$ cat config.mk
export PLATFORM = sky130hd
export DESIGN_NAME = trw_timer
export DESIGN_NICKNAME = d
export VERILOG_FILES = /design/src/rtl/trw_pkg.sv /design/src/rtl/trw_timer.sv
export VERILOG_INCLUDE_DIRS = /design/src /design/src/rtl
export SDC_FILE = /design/constraint.sdc
export NUM_CORES = 1
export LEC_CHECK = 0
export ABC_CLOCK_PERIOD_IN_PS = 2590
export BUFFER_PORTS_ARGS = -buffer_cell sky130_fd_sc_hd__buf_2
export CORE_MARGIN = 1
export CORE_UTILIZATION = 45
export CTS_BUF_LIST = sky130_fd_sc_hd__clkbuf_16
export CTS_CLUSTER_SIZE = 14
export DETAILED_ROUTE_END_ITERATION = 7
export PLACE_DENSITY = 0.67
export SLEW_MARGIN = 20
export SYNTH_ARGS = -nofsm -noshare
export SYNTH_HDL_FRONTEND = slang
export SYNTH_SLANG_ARGS = --single-unit
$ cat constraint.sdc
create_clock -name CLK -period 2.59 [get_ports CLK]
set_input_delay 0.518 -clock CLK [delete_from_list [all_inputs] [get_ports CLK]]
set_output_delay 0.518 -clock CLK [all_outputs]
set_load 0.01 [all_outputs]
$ cat src/rtl/trw_defs.svh
`ifndef TRW_DEFS_SVH
`define TRW_DEFS_SVH
// ==========================================
// register byte offsets
`define TRW_OFS_CTRL 12'h000
`define TRW_OFS_MODE 12'h004
`define TRW_OFS_PRE 12'h008
`define TRW_OFS_PRD 12'h00c
`define TRW_OFS_INT 12'h010
// ==========================================
// field positions
`define TRW_CTRL_START 0
`define TRW_CTRL_STATUS 1
`define TRW_CTRL_STOP 2
`define TRW_MODE_WTS 3
`define TRW_MODE_SRC_LO 4
`define TRW_MODE_SRC_HI 5
`define TRW_INT_IRQ 3
// ==========================================
// reset values and timing counts
`define TRW_RST_PRE 8'hff
`define TRW_RST_PRD 8'hff
`define TRW_F8_LAST 3'h7
`endif

$ cat src/rtl/trw_pkg.sv
package trw_pkg;
   typedef enum logic [1:0] {
      TRW_SRC_F1 = 2'b00,
      TRW_SRC_F2 = 2'b01,
      TRW_SRC_F8 = 2'b10,
      TRW_SRC_EXT = 2'b11
   } trw_src_t;

   typedef struct packed {
      logic pready;
      logic pslverr;
      logic [31:0] prdata;
      logic start;
      logic status;
      logic wts;
      trw_src_t src;
      logic [7:0] pre_rld;
      logic [7:0] pre_cnt;
      logic [7:0] pre_new;
      logic pre_pend;
      logic pre_both;
      logic pre_ld;
      logic [7:0] tmr_rld;
      logic [7:0] tmr_cnt;
      logic [7:0] tmr_new;
      logic tmr_pend;
      logic tmr_both;
      logic tmr_ld;
      logic irq;
      logic uf;
      logic [2:0] div;
      logic [2:0] sync;
      logic ext_lvl;
   } trw_state_t;
endpackage

$ cat src/rtl/trw_timer.sv
`timescale 1ns/10ps
`default_nettype none
`include "trw_defs.svh"
module trw_timer (
   input wire logic CLK,
   input wire logic RST_B,
   input wire logic CE,
   input wire logic PSEL,
   input wire logic PENABLE,
   input wire logic PWRITE,
   input wire logic [11:0] PADDR,
   input wire logic [31:0] PWDATA,
   input wire logic EXT_TICK,
   output logic PREADY,
   output logic PSLVERR,
   output logic [31:0] PRDATA,
   output logic IRQ_FLAG,
   output logic UNDERFLOW
);
   import trw_pkg::*;

   // ==========================================
   // state and decode
   trw_state_t r;
   trw_state_t next_r;
   logic running;
   logic tick;
   logic pre_uf;
   logic tmr_uf;
   logic wr;
   logic rd_setup;
   logic wr_pre;
   logic wr_tmr;
   logic ext_rise;
   logic hit;
   logic [31:0] rdata;

   assign running = r.start & r.status;
   assign wr = PSEL & PENABLE & r.pready & PWRITE;
   assign rd_setup = PSEL & ~PENABLE & ~r.pready;
   assign wr_pre = wr && (PADDR == `TRW_OFS_PRE);
   assign wr_tmr = wr && (PADDR == `TRW_OFS_PRD);
   assign ext_rise = (r.sync[1] == r.sync[2]) && r.sync[2] && !r.ext_lvl;

   // ==========================================
   // count source select
   always_comb begin
      case (r.src)
         TRW_SRC_F1: tick = 1'b1;
         TRW_SRC_F2: tick = r.div[0];
         TRW_SRC_F8: tick = (r.div == `TRW_F8_LAST);
         default: tick = ext_rise;
      endcase
   end

   // prescaler underflow: count reaches zero and no pending counter load
   assign pre_uf = running && tick && !r.pre_ld && (r.pre_cnt == 8'h00);
   assign tmr_uf = pre_uf && !r.tmr_ld && (r.tmr_cnt == 8'h00);

   // ==========================================
   // read mux
   always_comb begin
      hit = 1'b1;
      rdata = 32'h0000_0000;
      if (PADDR == `TRW_OFS_CTRL) begin
         rdata[`TRW_CTRL_START] = r.start;
         rdata[`TRW_CTRL_STATUS] = r.status;
      end else if (PADDR == `TRW_OFS_MODE) begin
         rdata[`TRW_MODE_WTS] = r.wts;
         rdata[`TRW_MODE_SRC_HI:`TRW_MODE_SRC_LO] = r.src;
      end else if (PADDR == `TRW_OFS_PRE) begin
         rdata[7:0] = r.pre_cnt;
      end else if (PADDR == `TRW_OFS_PRD) begin
         rdata[7:0] = r.tmr_cnt;
      end else if (PADDR == `TRW_OFS_INT) begin
         rdata[`TRW_INT_IRQ] = r.irq;
      end else begin
         hit = 1'b0;
      end
   end

   // ==========================================
   // next state
   always_comb begin
      next_r = r;
      next_r.uf = 1'b0;
      // apb handshake: one wait-free access phase
      next_r.pready = rd_setup;
      if (rd_setup) begin
         next_r.prdata = PWRITE ? 32'h0000_0000 : rdata;
         next_r.pslverr = ~hit;
      end
      // pin synchroniser and clock divider
      next_r.sync = {r.sync[1:0], EXT_TICK};
      if (r.sync[1] == r.sync[2]) begin
         next_r.ext_lvl = r.sync[2];
      end
      next_r.div = r.div + 3'h1;
      // status follows start in step with the count source
      if (tick) begin
         next_r.status = r.start;
      end
      // prescaler stage; capture after load so a newer pending load is kept
      if (running && tick) begin
         if (r.pre_ld) begin
            next_r.pre_cnt = r.pre_rld;
            next_r.pre_ld = 1'b0;
         end else if (r.pre_cnt == 8'h00) begin
            next_r.pre_cnt = r.pre_rld;
         end else begin
            next_r.pre_cnt = r.pre_cnt - 8'h01;
         end
         if (r.pre_pend) begin
            next_r.pre_rld = r.pre_new;
            next_r.pre_pend = 1'b0;
            next_r.pre_ld = r.pre_both;
         end
      end
      // timer stage counts prescaler underflows
      if (pre_uf) begin
         if (r.tmr_ld) begin
            next_r.tmr_cnt = r.tmr_rld;
            next_r.tmr_ld = 1'b0;
         end else if (r.tmr_cnt == 8'h00) begin
            next_r.tmr_cnt = r.tmr_rld;
         end else begin
            next_r.tmr_cnt = r.tmr_cnt - 8'h01;
         end
         if (r.tmr_pend) begin
            next_r.tmr_rld = r.tmr_new;
            next_r.tmr_pend = 1'b0;
            next_r.tmr_ld = r.tmr_both;
         end
      end
      // software writes
      if (wr && (PADDR == `TRW_OFS_CTRL)) begin
         next_r.start = PWDATA[`TRW_CTRL_START];
         if (PWDATA[`TRW_CTRL_STOP]) begin
            next_r.start = 1'b0;
            next_r.status = 1'b0;
         end
      end
      if (wr && (PADDR == `TRW_OFS_MODE)) begin
         next_r.wts = PWDATA[`TRW_MODE_WTS];
         next_r.src = trw_src_t'(PWDATA[`TRW_MODE_SRC_HI:`TRW_MODE_SRC_LO]);
      end
      if (wr_pre) begin
         if (running) begin
            next_r.pre_new = PWDATA[7:0];
            next_r.pre_pend = 1'b1;
            next_r.pre_both = ~r.wts;
         end else begin
            next_r.pre_rld = PWDATA[7:0];
            next_r.pre_cnt = PWDATA[7:0];
            next_r.pre_pend = 1'b0;
            next_r.pre_ld = 1'b0;
         end
      end
      if (wr_tmr) begin
         if (running) begin
            next_r.tmr_new = PWDATA[7:0];
            next_r.tmr_pend = 1'b1;
            next_r.tmr_both = ~r.wts;
         end else begin
            next_r.tmr_rld = PWDATA[7:0];
            next_r.tmr_cnt = PWDATA[7:0];
            next_r.tmr_pend = 1'b0;
            next_r.tmr_ld = 1'b0;
         end
      end
      // flag clears by writing 0; an underflow in that cycle wins
      if (wr && (PADDR == `TRW_OFS_INT) && !PWDATA[`TRW_INT_IRQ]) begin
         next_r.irq = 1'b0;
      end
      if (tmr_uf) begin
         next_r.irq = 1'b1;
         next_r.uf = 1'b1;
      end
      if (!CE) begin
         next_r = r;
      end
   end

   always_ff @(posedge CLK) begin
      if (!RST_B) begin
         r <= '0;
         r.pre_rld <= `TRW_RST_PRE;
         r.pre_cnt <= `TRW_RST_PRE;
         r.tmr_rld <= `TRW_RST_PRD;
         r.tmr_cnt <= `TRW_RST_PRD;
      end else begin
         r <= next_r;
      end
   end

   assign PREADY = r.pready;
   assign PSLVERR = r.pslverr;
   assign PRDATA = r.prdata;
   assign IRQ_FLAG = r.irq;
   assign UNDERFLOW = r.uf;
endmodule
`default_nettype wire

# Word-level counts from Yosys, hierarchy flattened
# Index checks and enable logic that the tools add are counted.
[totals]
reg_bits = 102
input_bits = 51
out_inout_bits = 36
wordCells = 125
[op_classes]
addsub = 3
n_eq_ne = 8
n_mux = 47
n_bitwise = 10
n_reduce_logical = 33
[op_table]
columns = ["cell", "count"]
rows = [
  ["$mux W8", 10],
  ["$mux W16", 4],
  ["$mux W27", 2],
  ["$eq A12 B4 Y1 const B", 2],
  ["$mux W1", 21],
  ["$logic_not A8 Y1", 2],
  ["$sub A8 B1 Y8 const B", 2],
  ["$reduce_and A2 Y1", 7],
  ["$logic_and A1 B1 Y1", 13],
  ["$eq A12 B3 Y1 const B", 1],
  ["$eq A12 B5 Y1 const B", 1],
  ["$logic_not A12 Y1", 1],
  ["$mux W3", 3],
  ["$mux W2", 4],
  ["$and A1 B1 Y1", 6],
  ["$mux W6", 1],
  ["$reduce_and A3 Y1", 2],
  ["$reduce_bool A2 Y1", 3],
  ["$logic_not A1 Y1", 4],
  ["$mux W4", 1],
  ["$not A1 Y1", 4],
  ["$add A3 B1 Y3 const B", 1],
  ["$eq A3 B3 Y1 const B", 1],
  ["$pmux W1 S3", 1],
  ["4 further kinds", 4],
]

# Depth between registers and ports, before layout
# Gate-level depths: netlist of the first run.
[depth]
ltp_word = 11
depth_mapped = 9
ltp_nobuf = 8

# Worst setup path after synthesis of the first run
# Ideal clock, no wire load.
[synth_timing]
kind = "input -> register"
from = "input port PADDR[9]"
to = "register r[21] (netlist name)"
setup_ns = 0.138
arrival_ns = 2.210
required_time_ns = 2.452
setup_slack_ns = 0.241
path_stages = 6
path_buffers = 1
path_cell_list = "or4_4 -> or4_4 -> or2_1 -> buf_6 -> o21ai_2 -> o221ai_2"
[synth_between]
elab_chain_cells = 3
[synth_lines]
columns = ["item", "line_no", "source"]
rows = [
  ["start, declared", "trw_timer.sv:11", "input wire logic [11:0] PADDR,"],
  ["$eq A12 B4 Y1 (no line)", "n/a", ""],
  ["$logic_and A1 B1 Y1", "trw_timer.sv:42", "assign wr_tmr = wr && (PADDR == `TRW_OFS_PRD);"],
  ["$mux W27", "trw_timer.sv:159", "if (wr_tmr) begin"],
  ["end signal, assigned", "trw_timer.sv:192", "r <= next_r;"],
  ["end, declared", "trw_timer.sv:24", "trw_state_t r;"],
]
# Every way passes these cells.
# A chain may end at the register's enable or synchronous reset.

# Worst setup path in the final report of the first run
[layout_timing]
from = "register r[48] (netlist name)"
to = "register r[32] (netlist name)"
[layout_between]
elab_chain_cells = 5
[layout_lines]
columns = ["item", "line_no", "source"]
rows = [
  ["$logic_not A8 Y1 *", "trw_timer.sv:57", "assign pre_uf = running && tick && !r.pre_ld && (r.pre_cnt == 8'h00);"],
  ["$logic_and A1 B1 Y1 *", "trw_timer.sv:57", ""],
  ["$mux W16 *", "trw_timer.sv:120", "if (pre_uf) begin"],
  ["$mux W16", "trw_timer.sv:160", "if (running) begin"],
  ["$mux W27 *", "trw_timer.sv:159", ""],
]
# Every way passes the cells marked *; elsewhere a longest branch is shown, timed or not.

==> impl_results.rst, run 1 <==
.. list-table::
   :header-rows: 1

   * - Metric
     - Value
   * - Switching share of power
     - 25.6%
   * - Worst-Skew Late Latency
     - 0.34 ns
   * - Power Dens Cells
     - 520 nW/µm²
   * - Antenna violations before repair
     - 0
   * - Average wire per cell in the routed design
     - 17.4 µm
   * - Switching power
     - 663 µW
   * - Max clock buf depth
     - 2
   * - H-Tree Depth
     - 3
   * - Detailed-route via count
     - 4334
   * - Maximum capacitance violations
     - 0
   * - DRT Pass-1 Iters
     - 5
   * - GRT overflow
     - 0
   * - Avg Cell Area, Syn
     - 7.89 µm²
   * - Row cnt
     - 35
   * - Clock group share of total power
     - 43.4%
   * - Area Growth Syn to Fin
     - 11.8%
   * - Fraction of layout cells with a size suffix above 1
     - 16.9%
   * - Largest net degree at the start of global routing
     - 54
   * - Gates resized, CTS repair
     - 0
   * - Minimum period implied by the final worst setup slack
     - 2.42 ns
   * - Reg2reg start
     - r[48]$_SDFFE_PN1P_
   * - Buffer count from post-CTS setup fixing
     - 0
   * - Post-synthesis sequential area ratio
     - 35.0%
   * - Number of unique standard cell types used by synthesis
     - 70
   * - Count of flip-flops with a built-in enable after synthesis
     - 0
   * - Final Max Tran Viols
     - 0
   * - Launch point of the critical path
     - r[48]$_SDFFE_PN1P_
   * - Crit path launch type
     - flop
   * - Clock sink count
     - 78
   * - Highest clock frequency the design can meet
     - 413 MHz
   * - Count of port buffers added during placement
     - 38
   * - Number of antenna diodes
     - 0
   * - Final TNS setup
     - 0 ns
   * - Clock buffer count from CTS
     - 9
   * - Final Instance Area
     - 4980 µm²
   * - Top-level port count
     - 87
   * - Part of the power in combinational logic
     - 8.1%
   * - Commonest register cell after synthesis
     - sky130_fd_sc_hd__dfxtp_1
   * - DIE HEIGHT
     - 102 µm
   * - Capturing element type of the critical path
     - flop
   * - Arrival time worst endpoint
     - 2.68 ns
   * - Slack of the worst reg-to-reg path
     - 0.17 ns
   * - Number of cells on the worst reg-to-reg path
     - 8
   * - Final cell utilization of the core
     - 52.9%
   * - Reported leakage power
     - 1.93 nW
   * - TritonCTS clock tree
     - done
   * - Post-route antenna net violation count
     - 0
   * - Final Total Pwr
     - 2.59 mW
   * - Area of the core
     - 9420 µm²
   * - Final setup violating endpoints
     - 0
   * - Max transition margin
     - 48.1%
   * - Share of total power in sequential cells
     - 48.5%
   * - Cell area after synthesis
     - 4460 µm²
   * - Final Net Count
     - 650
   * - Hold bufs inserted after CTS
     - 0
   * - Cell count after synthesis
     - 565
   * - Internal Power
     - 1.93 mW
   * - Unrepaired setup endpoints after global routing
     - no
   * - Aggregate routed wire length
     - 12600 µm
   * - Root Buffer Master
     - sky130_fd_sc_hd__clkbuf_16
   * - Post-CTS clock slew at the launch and capture registers of the worst setup and hold paths
     - 0.06 ns
   * - Placed inst area
     - 4730 µm²
   * - Worst hold slack
     - 0.425 ns
   * - Max VDD drop
     - 254 µV
   * - Die Footprint
     - 10300 µm²
   * - Worst slew pin tran
     - 0.778 ns
   * - Flop and latch count out of synthesis
     - 78
   * - Vias in the first global route
     - 3864
   * - Type of the worst min-delay path
     - in2reg
   * - Run status
     - complete, no violations
   * - Initial standard-cell utilization of the core
     - 47.3%
   * - Period Utilization, post-route
     - 93.4%
   * - Width of the chip
     - 102 µm
   * - Vias per cell
     - 5.97
   * - Endpoint of the worst-slack reg-to-reg timing path
     - r[32]$_SDFFE_PN1P_
   * - Critical path type
     - reg2reg
   * - Worst-path fanout max
     - 9
   * - Weighted congestion at the end of routability-driven global placement
     - 0.870
   * - YS warnings
     - 0
   * - Global-route wire length before repair
     - 19700 µm
   * - Last element of the critical path
     - r[32]$_SDFFE_PN1P_
   * - First-iteration detailed-routing DRC count
     - 418
   * - Final hold violations
     - 0
   * - Share of synthesized flip-flops with an asynchronous set or reset
     - 0%
   * - Post-detail-place hpwl
     - 8680 µm
   * - Overall routing resource usage
     - 25.2%
   * - Drc violations
     - 0
   * - Fin Clk Skew
     - 0.00954 ns
   * - Worst endpoint required time
     - 2.85 ns
[cell usage in the layout (no fill, tap or decap), drive strengths merged, types with 8 or more instances in the layout]
cell type,n
nand3,20
o221ai,8
a21oi,63
mux2i,14
dfxtp,78
buf,62
nor2,45
conb,24
a31oi,13
nand2,68
nor3,11
inv,13
clkbuf,9
o21ai,50
[per-stage QoR]
| stage | setup slack [ns] | std cells |
|---|---|---|
| after global placement | -0.00428 | 711 |
| after detailed placement | -0.0248 | 711 |
| after CTS | 0.161 | 726 |
| final | 0.172 | 726 |
| after floorplan | 0.241 | 588 |
| after global routing | 0.00117 | 726 |
[power by group through the flow]
| stage | Combinational, mW | Sequential (mW) | Clock [mW] |
|---|---|---|---|
| 2_1_floorplan | 0.161 | 1.27 | 0 |
| 3_3_place_gp | 0.202 | 1.28 | 0 |
| 3_5_place_dp | 0.208 | 1.28 | 0 |
| 4_1_cts | 0.209 | 1.26 | 1.13 |
| 5_1_grt | 0.231 | 1.26 | 1.19 |
| 6_report | 0.211 | 1.26 | 1.12 |
[layer usage]
metal,global-route usage [%],share of wire (%),vias to the layer above
li1,-,-,2065
met1,33.9,46,2037
met2,39.4,44,209
met3,5.24,7.4,23
met4,9.92,2.5,0
met5,0,0,-
[Yosys cell counts (all sizes together) (5+ instances only)]
| library cell | number | area (µm²) |
|---|---|---|
| a31oi | 13 | 81.3 |
| o221ai | 8 | 82.6 |
| nor2 | 45 | 174 |
| and3 | 5 | 36.3 |
| ha | 6 | 75.1 |
| nand2 | 68 | 255 |
| buf | 46 | 317 |
| inv | 14 | 52.6 |
| nand2b | 7 | 43.8 |
| dfxtp | 78 | 1560 |
| a21oi | 63 | 319 |
| nand3 | 20 | 105 |
| or3 | 5 | 31.3 |
| a211o | 7 | 61.3 |
| mux2i | 14 | 140 |
| nand4 | 7 | 43.8 |
| nor3 | 11 | 87.6 |
| or4 | 5 | 48.8 |
| o211ai | 5 | 37.5 |
| a31o | 7 | 61.3 |
| o21ai | 50 | 258 |
| clkbuf | 22 | 82.6 |
[kinds of logic (layout without fill, tap and decap cells)]
family,count (synthesis),count (layout),share of synthesized area [%]
AND/OR/NAND/NOR,195,195,22.9
adder cells (fa/ha/maj),6,6,1.68
other,1,24,0.0841
buffers and inverters,82,91,10.1
AO/OA/AOI/OAI,187,187,26.7
multiplexers,14,14,3.14
flip-flops,78,78,35.0
XOR/XNOR,2,2,0.393
[worst max-delay path, cell delays in order, from the launching register on]
cell	delay, ns
sky130_fd_sc_hd__dfxtp_1	0.34
sky130_fd_sc_hd__inv_1	0.14
sky130_fd_sc_hd__ha_1	0.26
sky130_fd_sc_hd__nor4b_1	0.46
sky130_fd_sc_hd__and3_1	0.31
sky130_fd_sc_hd__nand4_1	0.37
sky130_fd_sc_hd__nor2_1	0.22
sky130_fd_sc_hd__a21oi_1	0.06
sky130_fd_sc_hd__o2111ai_1	0.18
[area by class of cell]
class / count / area, µm²
inverters: 14 / 52.6
repair buffers: 62 / 420
multi-input cells: 428 / 2530
clock buffers: 9 / 225
fillers: 938 / 4430
flip-flops and latches: 78 / 1560
well taps: 129 / 161
clock inverters: 6 / 30.0
[how the worst min path moves through the flow]
stage	cells past startpoint	slack (ns)	startpoint	end
after floorplan	2	0.43	PRDATA[2]$_SDFFE_PN0P_	PRDATA[2]$_SDFFE_PN0P_
after CTS	3	0.43	EXT_TICK	r[1]$_SDFFE_PN0P_
after global routing	3	0.42	EXT_TICK	r[1]$_SDFFE_PN0P_
after detailed placement	2	0.44	PRDATA[5]$_SDFFE_PN0P_	PRDATA[5]$_SDFFE_PN0P_
final	3	0.43	EXT_TICK	r[1]$_SDFFE_PN0P_
after global placement	2	0.44	PRDATA[7]$_SDFFE_PN0P_	PRDATA[7]$_SDFFE_PN0P_
[state kept, by name, indices dropped and copies added, names as in the netlist]
register / cells
r: 66
UNDERFLOW: 1
PRDATA: 8
PREADY: 1
PSLVERR: 1
IRQ_FLAG: 1
Note: power is estimated with default switching activity, not from simulation.
==> inputs of run 2 (changes only) <==
Settings changed: GPL_TIMING_DRIVEN set to 0, PLACE_DENSITY 0.67 to 0.7.
==> impl_results.rst, run 2 (synthesis gave the netlist of run 1 again) <==
.. list-table::
   :header-rows: 1

   * - Metric
     - Value
   * - Run status
     - complete, no violations (unchanged)
   * - Fin Clk Skew
     - 0.00632 ns (was 0.00954 ns)
   * - Vias per cell
     - 5.97 (about the same)
   * - Hold bufs inserted after CTS
     - 0 (unchanged)
   * - Width of the chip
     - 102 µm (unchanged)
   * - Register with the most flip-flops
     - r (unchanged)
   * - Clock sink count
     - 78 (unchanged)
   * - Largest net degree at the start of global routing
     - 14 (was 54)
   * - First-iteration detailed-routing DRC count
     - 607 (was 418)
   * - Unrepaired setup endpoints after global routing
     - no (unchanged)
   * - GRT overflow
     - 0 (unchanged)
   * - Number of cells after detailed placement
     - 751 (was 711)
   * - Die Footprint
     - 10300 µm² (unchanged)
   * - Commonest cells after routing, fill and taps aside
     - 78 x sky130_fd_sc_hd__dfxtp_1, 68 x sky130_fd_sc_hd__nand2_1, 62 x sky130_fd_sc_hd__a21oi_1, 43 x sky130_fd_sc_hd__nor2_1, 40 x sky130_fd_sc_hd__buf_2 (was 78 x sky130_fd_sc_hd__dfxtp_1, 68 x sky130_fd_sc_hd__nand2_1, 62 x sky130_fd_sc_hd__a21oi_1, 43 x sky130_fd_sc_hd__nor2_1)
   * - Worst slew pin tran
     - 0.860 ns (was 0.778 ns)
   * - Aggregate routed wire length
     - 14000 µm (was 12600 µm)
   * - Root Buffer Master
     - sky130_fd_sc_hd__clkbuf_16 (unchanged)
   * - Leading cell type in the layout, fill and taps excluded
     - sky130_fd_sc_hd__dfxtp_1 (unchanged)
   * - Initial standard-cell utilization of the core
     - 47.3% (unchanged)
   * - Row cnt
     - 35 (unchanged)
   * - Worst-Skew Late Latency
     - 0.34 ns (about the same)
   * - Slowest cell on crit path
     - sky130_fd_sc_hd__a32oi_2 (was sky130_fd_sc_hd__nor4b_1)
   * - Minimum period implied by the final worst setup slack
     - 2.40 ns (was 2.42 ns)
   * - Crit path launch type
     - flop (unchanged)
   * - Final setup violating endpoints
     - 0 (unchanged)
   * - TritonCTS clock tree
     - done (unchanged)
   * - Worst endpoint required time
     - 2.82 ns (was 2.85 ns)
   * - Clock buffer count from CTS
     - 9 (unchanged)
   * - Count of port buffers added during placement
     - 34 (was 38)
   * - Final cell utilization of the core
     - 55.4% (was 52.9%)
   * - Maximum capacitance violations
     - 0 (unchanged)
   * - Reported leakage power
     - 2.09 nW (was 1.93 nW)
   * - Count of placed standard cells in the final layout, fillers left out
     - 767 (was 726)
   * - Critical path type
     - reg2reg (unchanged)
   * - Area Growth Syn to Fin
     - 17.0% (was 11.8%)
   * - Final Net Count
     - 690 (was 650)
   * - Worst-path fanout max
     - 7 (was 9)
   * - Max clock buf depth
     - 2 (unchanged)
   * - Final TNS setup
     - 0 ns (unchanged)
   * - Arrival time worst endpoint
     - 2.63 ns (was 2.68 ns)
   * - Antenna violations before repair
     - 0 (unchanged)
   * - Number of antenna diodes
     - 0 (unchanged)
   * - Post-route antenna net violation count
     - 0 (unchanged)
   * - H-Tree Depth
     - 3 (unchanged)
   * - Largest delay contributor family on the critical path
     - compound AO/OA/AOI/OAI gates (was simple AND/OR/NAND/NOR gates)
   * - Period Utilization, post-route
     - 92.7% (was 93.4%)
   * - Final hold violations
     - 0 (unchanged)
   * - Top-level port count
     - 87 (unchanged)
   * - Drc violations
     - 0 (unchanged)
   * - Fraction of layout cells with a size suffix above 1
     - 19.1% (was 16.9%)
   * - Weighted congestion at the end of routability-driven global placement
     - 0.938 (was 0.870)
   * - Worst path cell trace
     - ha_1, ha_1, nand2b_1, a32oi_2, and3_1, clkbuf_1, mux2i_1, a21oi_1, a211o_1 (was inv_1, ha_1, nor4b_1, and3_1, nand4_1, nor2_1, a21oi_1, o2111ai_1)
   * - Max transition margin
     - 42.2% (was 48.1%)
   * - Power Dens Cells
     - 547 nW/µm² (was 520 nW/µm²)
   * - Largest stage delay on the critical path
     - 0.41 ns (was 0.46 ns)
   * - Average wire per cell in the routed design
     - 18.2 µm (was 17.4 µm)
   * - Overall routing resource usage
     - 28.3% (was 25.2%)
   * - Type of the worst min-delay path
     - in2reg (unchanged)
   * - Final Max Tran Viols
     - 0 (unchanged)
   * - Post-CTS clock slew at the launch and capture registers of the worst setup and hold paths
     - 0.06 ns (about the same)
   * - Detailed-route via count
     - 4579 (was 4334)
   * - Largest register FFs
     - 66 (unchanged)
   * - Crit-path most repeated cell
     - sky130_fd_sc_hd__ha_1
   * - Worst hold slack
     - 0.441 ns (was 0.425 ns)
   * - Number of buffers and inverters on the critical path
     - 1 (unchanged)
   * - DRT Pass-1 Iters
     - 5 (unchanged)
   * - DIE HEIGHT
     - 102 µm (unchanged)
   * - Vias in the first global route
     - 4174 (was 3864)
   * - Capturing element type of the critical path
     - flop (unchanged)
   * - Post-detail-place hpwl
     - 10100 µm (was 8680 µm)
   * - Area of the core
     - 9420 µm² (unchanged)
   * - Global-route wire length before repair
     - 21800 µm (was 19700 µm)
   * - Max VDD drop
     - 272 µV (was 254 µV)
   * - Highest clock frequency the design can meet
     - 416 MHz (was 413 MHz)
## run 2: per-layer routing
metal / vias up / routed length [µm] / GRT usage (%)
met4: 0 / 479 / 13.4
li1: 2149 / - / -
met5: - / 0 / 0
met3: 43 / 1340 / 4.07
met1: 2097 / 5930 / 38.1
met2: 290 / 6250 / 44.8
## run 2: final cells by class
class / count / area [µm²]
sequential: 78 / 1560
timing repair buffer: 34 / 170
multi-input combinational: 428 / 2550
inverter: 14 / 52.6
tap: 129 / 161
clock inverter: 7 / 88.8
buffer: 68 / 403
fill: 893 / 4200
clock buffer: 9 / 225
## run 2: worst paths after layout
path,from,cells after the start,end,slack (ns)
max,r[4]$_SDFFE_PN0P_,9,r[60]$_SDFFE_PN1P_,0.19
min,EXT_TICK,3,r[1]$_SDFFE_PN0P_,0.44
max reg2reg,r[4]$_SDFFE_PN0P_,9,r[60]$_SDFFE_PN1P_,0.19
min reg2reg,PRDATA[4]$_SDFFE_PN0P_,2,PRDATA[4]$_SDFFE_PN0P_,0.45
## run 2: per-stage QoR
step / setup slack (ns) / cell area [µm²] / power [mW]
2_1_floorplan: 0.241 / 4540 / 1.43
3_3_place_gp: -0.107 / 4880 / 1.52
3_5_place_dp: -0.127 / 4880 / 1.52
4_1_cts: 0.00273 / 5190 / 2.85
5_1_grt: 0.0221 / 5220 / 2.94
6_report: 0.188 / 5220 / 2.86
## run 2: power by group
| part | leakage [nW] | internal (mW) | switching (mW) |
|---|---|---|---|
| Combinational | 1.30 | 0.0904 | 0.159 |
| Sequential | 0.634 | 1.23 | 0.0300 |
| Clock | 0.150 | 0.837 | 0.513 |
| Total | 2.09 | 2.15 | 0.702 |
## run 2: what timing repair did
action                                  4_1_cts  5_1_grt
resized for setup                             0        7
setup buffers                                 0        0
endpoints found under the setup margin        0       22
## run 2: tightest hold or removal path, cell delays in order
cell                      delay [ns]
sky130_fd_sc_hd__buf_2          0.07
sky130_fd_sc_hd__mux2i_1        0.06
sky130_fd_sc_hd__nor2_1         0.09
==> inputs of run 3 (changes only) <==
Settings changed: CAP_MARGIN set to 20, GPL_TIMING_DRIVEN 0 to not set.
==> impl_results.rst, run 3 (synthesis gave the netlist of run 1 again) <==
.. list-table::
   :header-rows: 1

   * - Metric
     - Value
   * - Run status
     - complete, no violations (unchanged)
   * - Worst-Skew Late Latency
     - 0.34 ns (about the same)
   * - Aggregate routed wire length
     - 13000 µm (was 14000 µm)
   * - Root Buffer Master
     - sky130_fd_sc_hd__clkbuf_16 (unchanged)
   * - Count of placed standard cells in the final layout, fillers left out
     - 730 (was 767)
   * - Buffer count from post-CTS setup fixing
     - 0 (unchanged)
   * - Post-CTS clock slew at the launch and capture registers of the worst setup and hold paths
     - 0.07 ns (was 0.06 ns)
   * - Die Footprint
     - 10300 µm² (unchanged)
   * - Row cnt
     - 35 (unchanged)
   * - Worst path cell trace
     - inv_1, ha_1, nor4b_1, and3_1, and3_1, buf_12, a21oi_1, a211o_1, o2111ai_1 (was ha_1, ha_1, nand2b_1, a32oi_2, and3_1, clkbuf_1, mux2i_1, a21oi_1, a211o_1)
   * - Worst endpoint required time
     - 2.85 ns (was 2.82 ns)
   * - Number of cells on the worst reg-to-reg path
     - 9 (unchanged)
   * - Clock sink count
     - 78 (unchanged)
   * - Register with the most flip-flops
     - r (unchanged)
   * - Final hold violations
     - 0 (unchanged)
   * - Largest delay contributor family on the critical path
     - simple AND/OR/NAND/NOR gates (was compound AO/OA/AOI/OAI gates)
   * - Reported leakage power
     - 1.97 nW (was 2.09 nW)
   * - Pre-CTS WS
     - -0.0586 ns (was -0.127 ns)
   * - Launch point of the critical path
     - r[47]$_SDFFE_PN1P_ (was r[4]$_SDFFE_PN0P_)
   * - Worst hold slack
     - 0.419 ns (was 0.441 ns)
   * - Number of buffers and inverters on the critical path
     - 2 (was 1)
   * - Vias in the first global route
     - 3873 (was 4174)
   * - Final setup violating endpoints
     - 0 (unchanged)
   * - Worst slew pin tran
     - 0.792 ns (was 0.860 ns)
   * - Detailed-route via count
     - 4408 (was 4579)
   * - Unrepaired setup endpoints after global routing
     - no (unchanged)
   * - Crit path launch type
     - flop (unchanged)
   * - Width of the chip
     - 102 µm (unchanged)
   * - Final Instance Area
     - 5060 µm² (was 5220 µm²)
   * - Minimum period implied by the final worst setup slack
     - 2.44 ns (was 2.40 ns)
   * - Fraction of layout cells with a size suffix above 1
     - 18.1% (was 19.1%)
   * - Capturing element type of the critical path
     - flop (unchanged)
   * - Period Utilization, post-route
     - 94.1% (was 92.7%)
   * - Number of cells after detailed placement
     - 712 (was 751)
   * - TritonCTS clock tree
     - done (unchanged)
   * - Placed inst area
     - 4720 µm² (was 4880 µm²)
   * - DRT Pass-1 Iters
     - 5 (unchanged)
   * - Largest stage delay on the critical path
     - 0.44 ns (was 0.41 ns)
   * - Critical path type
     - reg2reg (unchanged)
   * - Average wire per cell in the routed design
     - 17.8 µm (was 18.2 µm)
   * - Maximum capacitance violations
     - 0 (unchanged)
   * - Vias per cell
     - 6.04 (was 5.97)
   * - Worst-path fanout max
     - 22 (was 7)
   * - Drc violations
     - 0 (unchanged)
   * - Final TNS setup
     - 0 ns (unchanged)
   * - Leading cell type in the layout, fill and taps excluded
     - sky130_fd_sc_hd__dfxtp_1 (unchanged)
   * - Area Growth Syn to Fin
     - 13.5% (was 17.0%)
   * - Slowest cell on crit path
     - sky130_fd_sc_hd__nor4b_1 (was sky130_fd_sc_hd__a32oi_2)
   * - Largest register FFs
     - 66 (unchanged)
   * - Gates resized, CTS repair
     - 0 (unchanged)
   * - Reg2reg start
     - r[47]$_SDFFE_PN1P_ (was r[4]$_SDFFE_PN0P_)
   * - Fill cell instance count of the final layout
     - 856 (was 893)
   * - Commonest cells after routing, fill and taps aside
     - 78 x sky130_fd_sc_hd__dfxtp_1, 68 x sky130_fd_sc_hd__nand2_1, 62 x sky130_fd_sc_hd__a21oi_1, 43 x sky130_fd_sc_hd__nor2_1 (was 78 x sky130_fd_sc_hd__dfxtp_1, 68 x sky130_fd_sc_hd__nand2_1, 62 x sky130_fd_sc_hd__a21oi_1, 43 x sky130_fd_sc_hd__nor2_1, 40 x sky130_fd_sc_hd__buf_2)
   * - Count of port buffers added during placement
     - 38 (was 34)
   * - Final Max Tran Viols
     - 0 (unchanged)
   * - Top-level port count
     - 87 (unchanged)
   * - Arrival time worst endpoint
     - 2.70 ns (was 2.63 ns)
   * - Weighted congestion at the end of routability-driven global placement
     - 0.894 (was 0.938)
   * - Post-route antenna net violation count
     - 0 (unchanged)
   * - Number of antenna diodes
     - 0 (unchanged)
   * - Hold bufs inserted after CTS
     - 0 (unchanged)
   * - GRT overflow
     - 0 (unchanged)
   * - Initial standard-cell utilization of the core
     - 47.3% (unchanged)
   * - Fin Clk Skew
     - 0.00645 ns (was 0.00632 ns)
   * - Antenna violations before repair
     - 0 (unchanged)
   * - Number of gates on the worst path with buffers counted
     - 9 (unchanged)
   * - Worst hold path depth
     - 3 (unchanged)
   * - Max VDD drop
     - 304 µV (was 272 µV)
   * - Final Net Count
     - 653 (was 690)
   * - Highest clock frequency the design can meet
     - 410 MHz (was 416 MHz)
   * - H-Tree Depth
     - 3 (unchanged)
   * - First-iteration detailed-routing DRC count
     - 383 (was 607)
   * - Max transition margin
     - 47.2% (was 42.2%)
   * - Largest net degree at the start of global routing
     - 58 (was 14)
   * - Clock buffer count from CTS
     - 9 (unchanged)
   * - DIE HEIGHT
     - 102 µm (unchanged)
   * - Min-delay src
     - EXT_TICK (unchanged)
   * - Crit-path most repeated cell
     - sky130_fd_sc_hd__and3_1 (was sky130_fd_sc_hd__ha_1)
   * - Area of the core
     - 9420 µm² (unchanged)
   * - Power Dens Cells
     - 564 nW/µm² (was 547 nW/µm²)
   * - Final worst slack
     - 0.153 ns (was 0.188 ns)
   * - Overall routing resource usage
     - 26.1% (was 28.3%)
   * - Post-detail-place hpwl
     - 8940 µm (was 10100 µm)
   * - Global-route wire length before repair
     - 20400 µm (was 21800 µm)
   * - Max clock buf depth
     - 2 (unchanged)
   * - Type of the worst min-delay path
     - in2reg (unchanged)
## run 3: worst paths after layout
| path | to | slack (ns) |
|---|---|---|
| max | r[26]$_SDFFE_PN1P_ | 0.15 |
| min | r[1]$_SDFFE_PN0P_ | 0.42 |
| max reg2reg | r[26]$_SDFFE_PN1P_ | 0.15 |
| min reg2reg | PRDATA[6]$_SDFFE_PN0P_ | 0.45 |
## run 3: worst register-to-register path, delay by kind of cell (launching register included)
family                     cells  cell delay (ns)
AOI/OAI and AO/OA              3             0.45
DFF                            1             0.39
buffers and inverters          2             0.26
adders and majority gates      1             0.23
and+or+nand+nor                3             1.03
## run 3: per-stage QoR
stage               power [mW]  utilization [%]
floorplan                 1.43                -
global placement          1.48             50.2
detailed placement        1.49             50.2
CTS                       2.85             53.6
global route              2.94             53.7
finish                    2.85             53.7
## run 3: power by group
group	internal (mW)	switching [mW]	total (mW)
combinational	0.0713	0.139	0.211
sequential	1.23	0.0316	1.26
clock	0.847	0.539	1.39
## run 3: per-layer routing
metal  up-vias  routed length, µm  track usage, %
met1      2033               5640            35.0
met5         -                  0               0
met2       262               5660            39.9
met4         0                481            12.2
met3        36               1190            5.52
li1       2077                  -               -
## run 3: final cells by class
class                      count  area [µm²]  area share, %
sequential                    78        1560           30.9
tap                          129         161           3.19
multi-input combinational    428        2530           50.0
clock buffer                   9         225           4.45
clock inverter                 7        97.6           1.93
inverter                      14        52.6           1.04
timing repair buffer          65         430           8.51
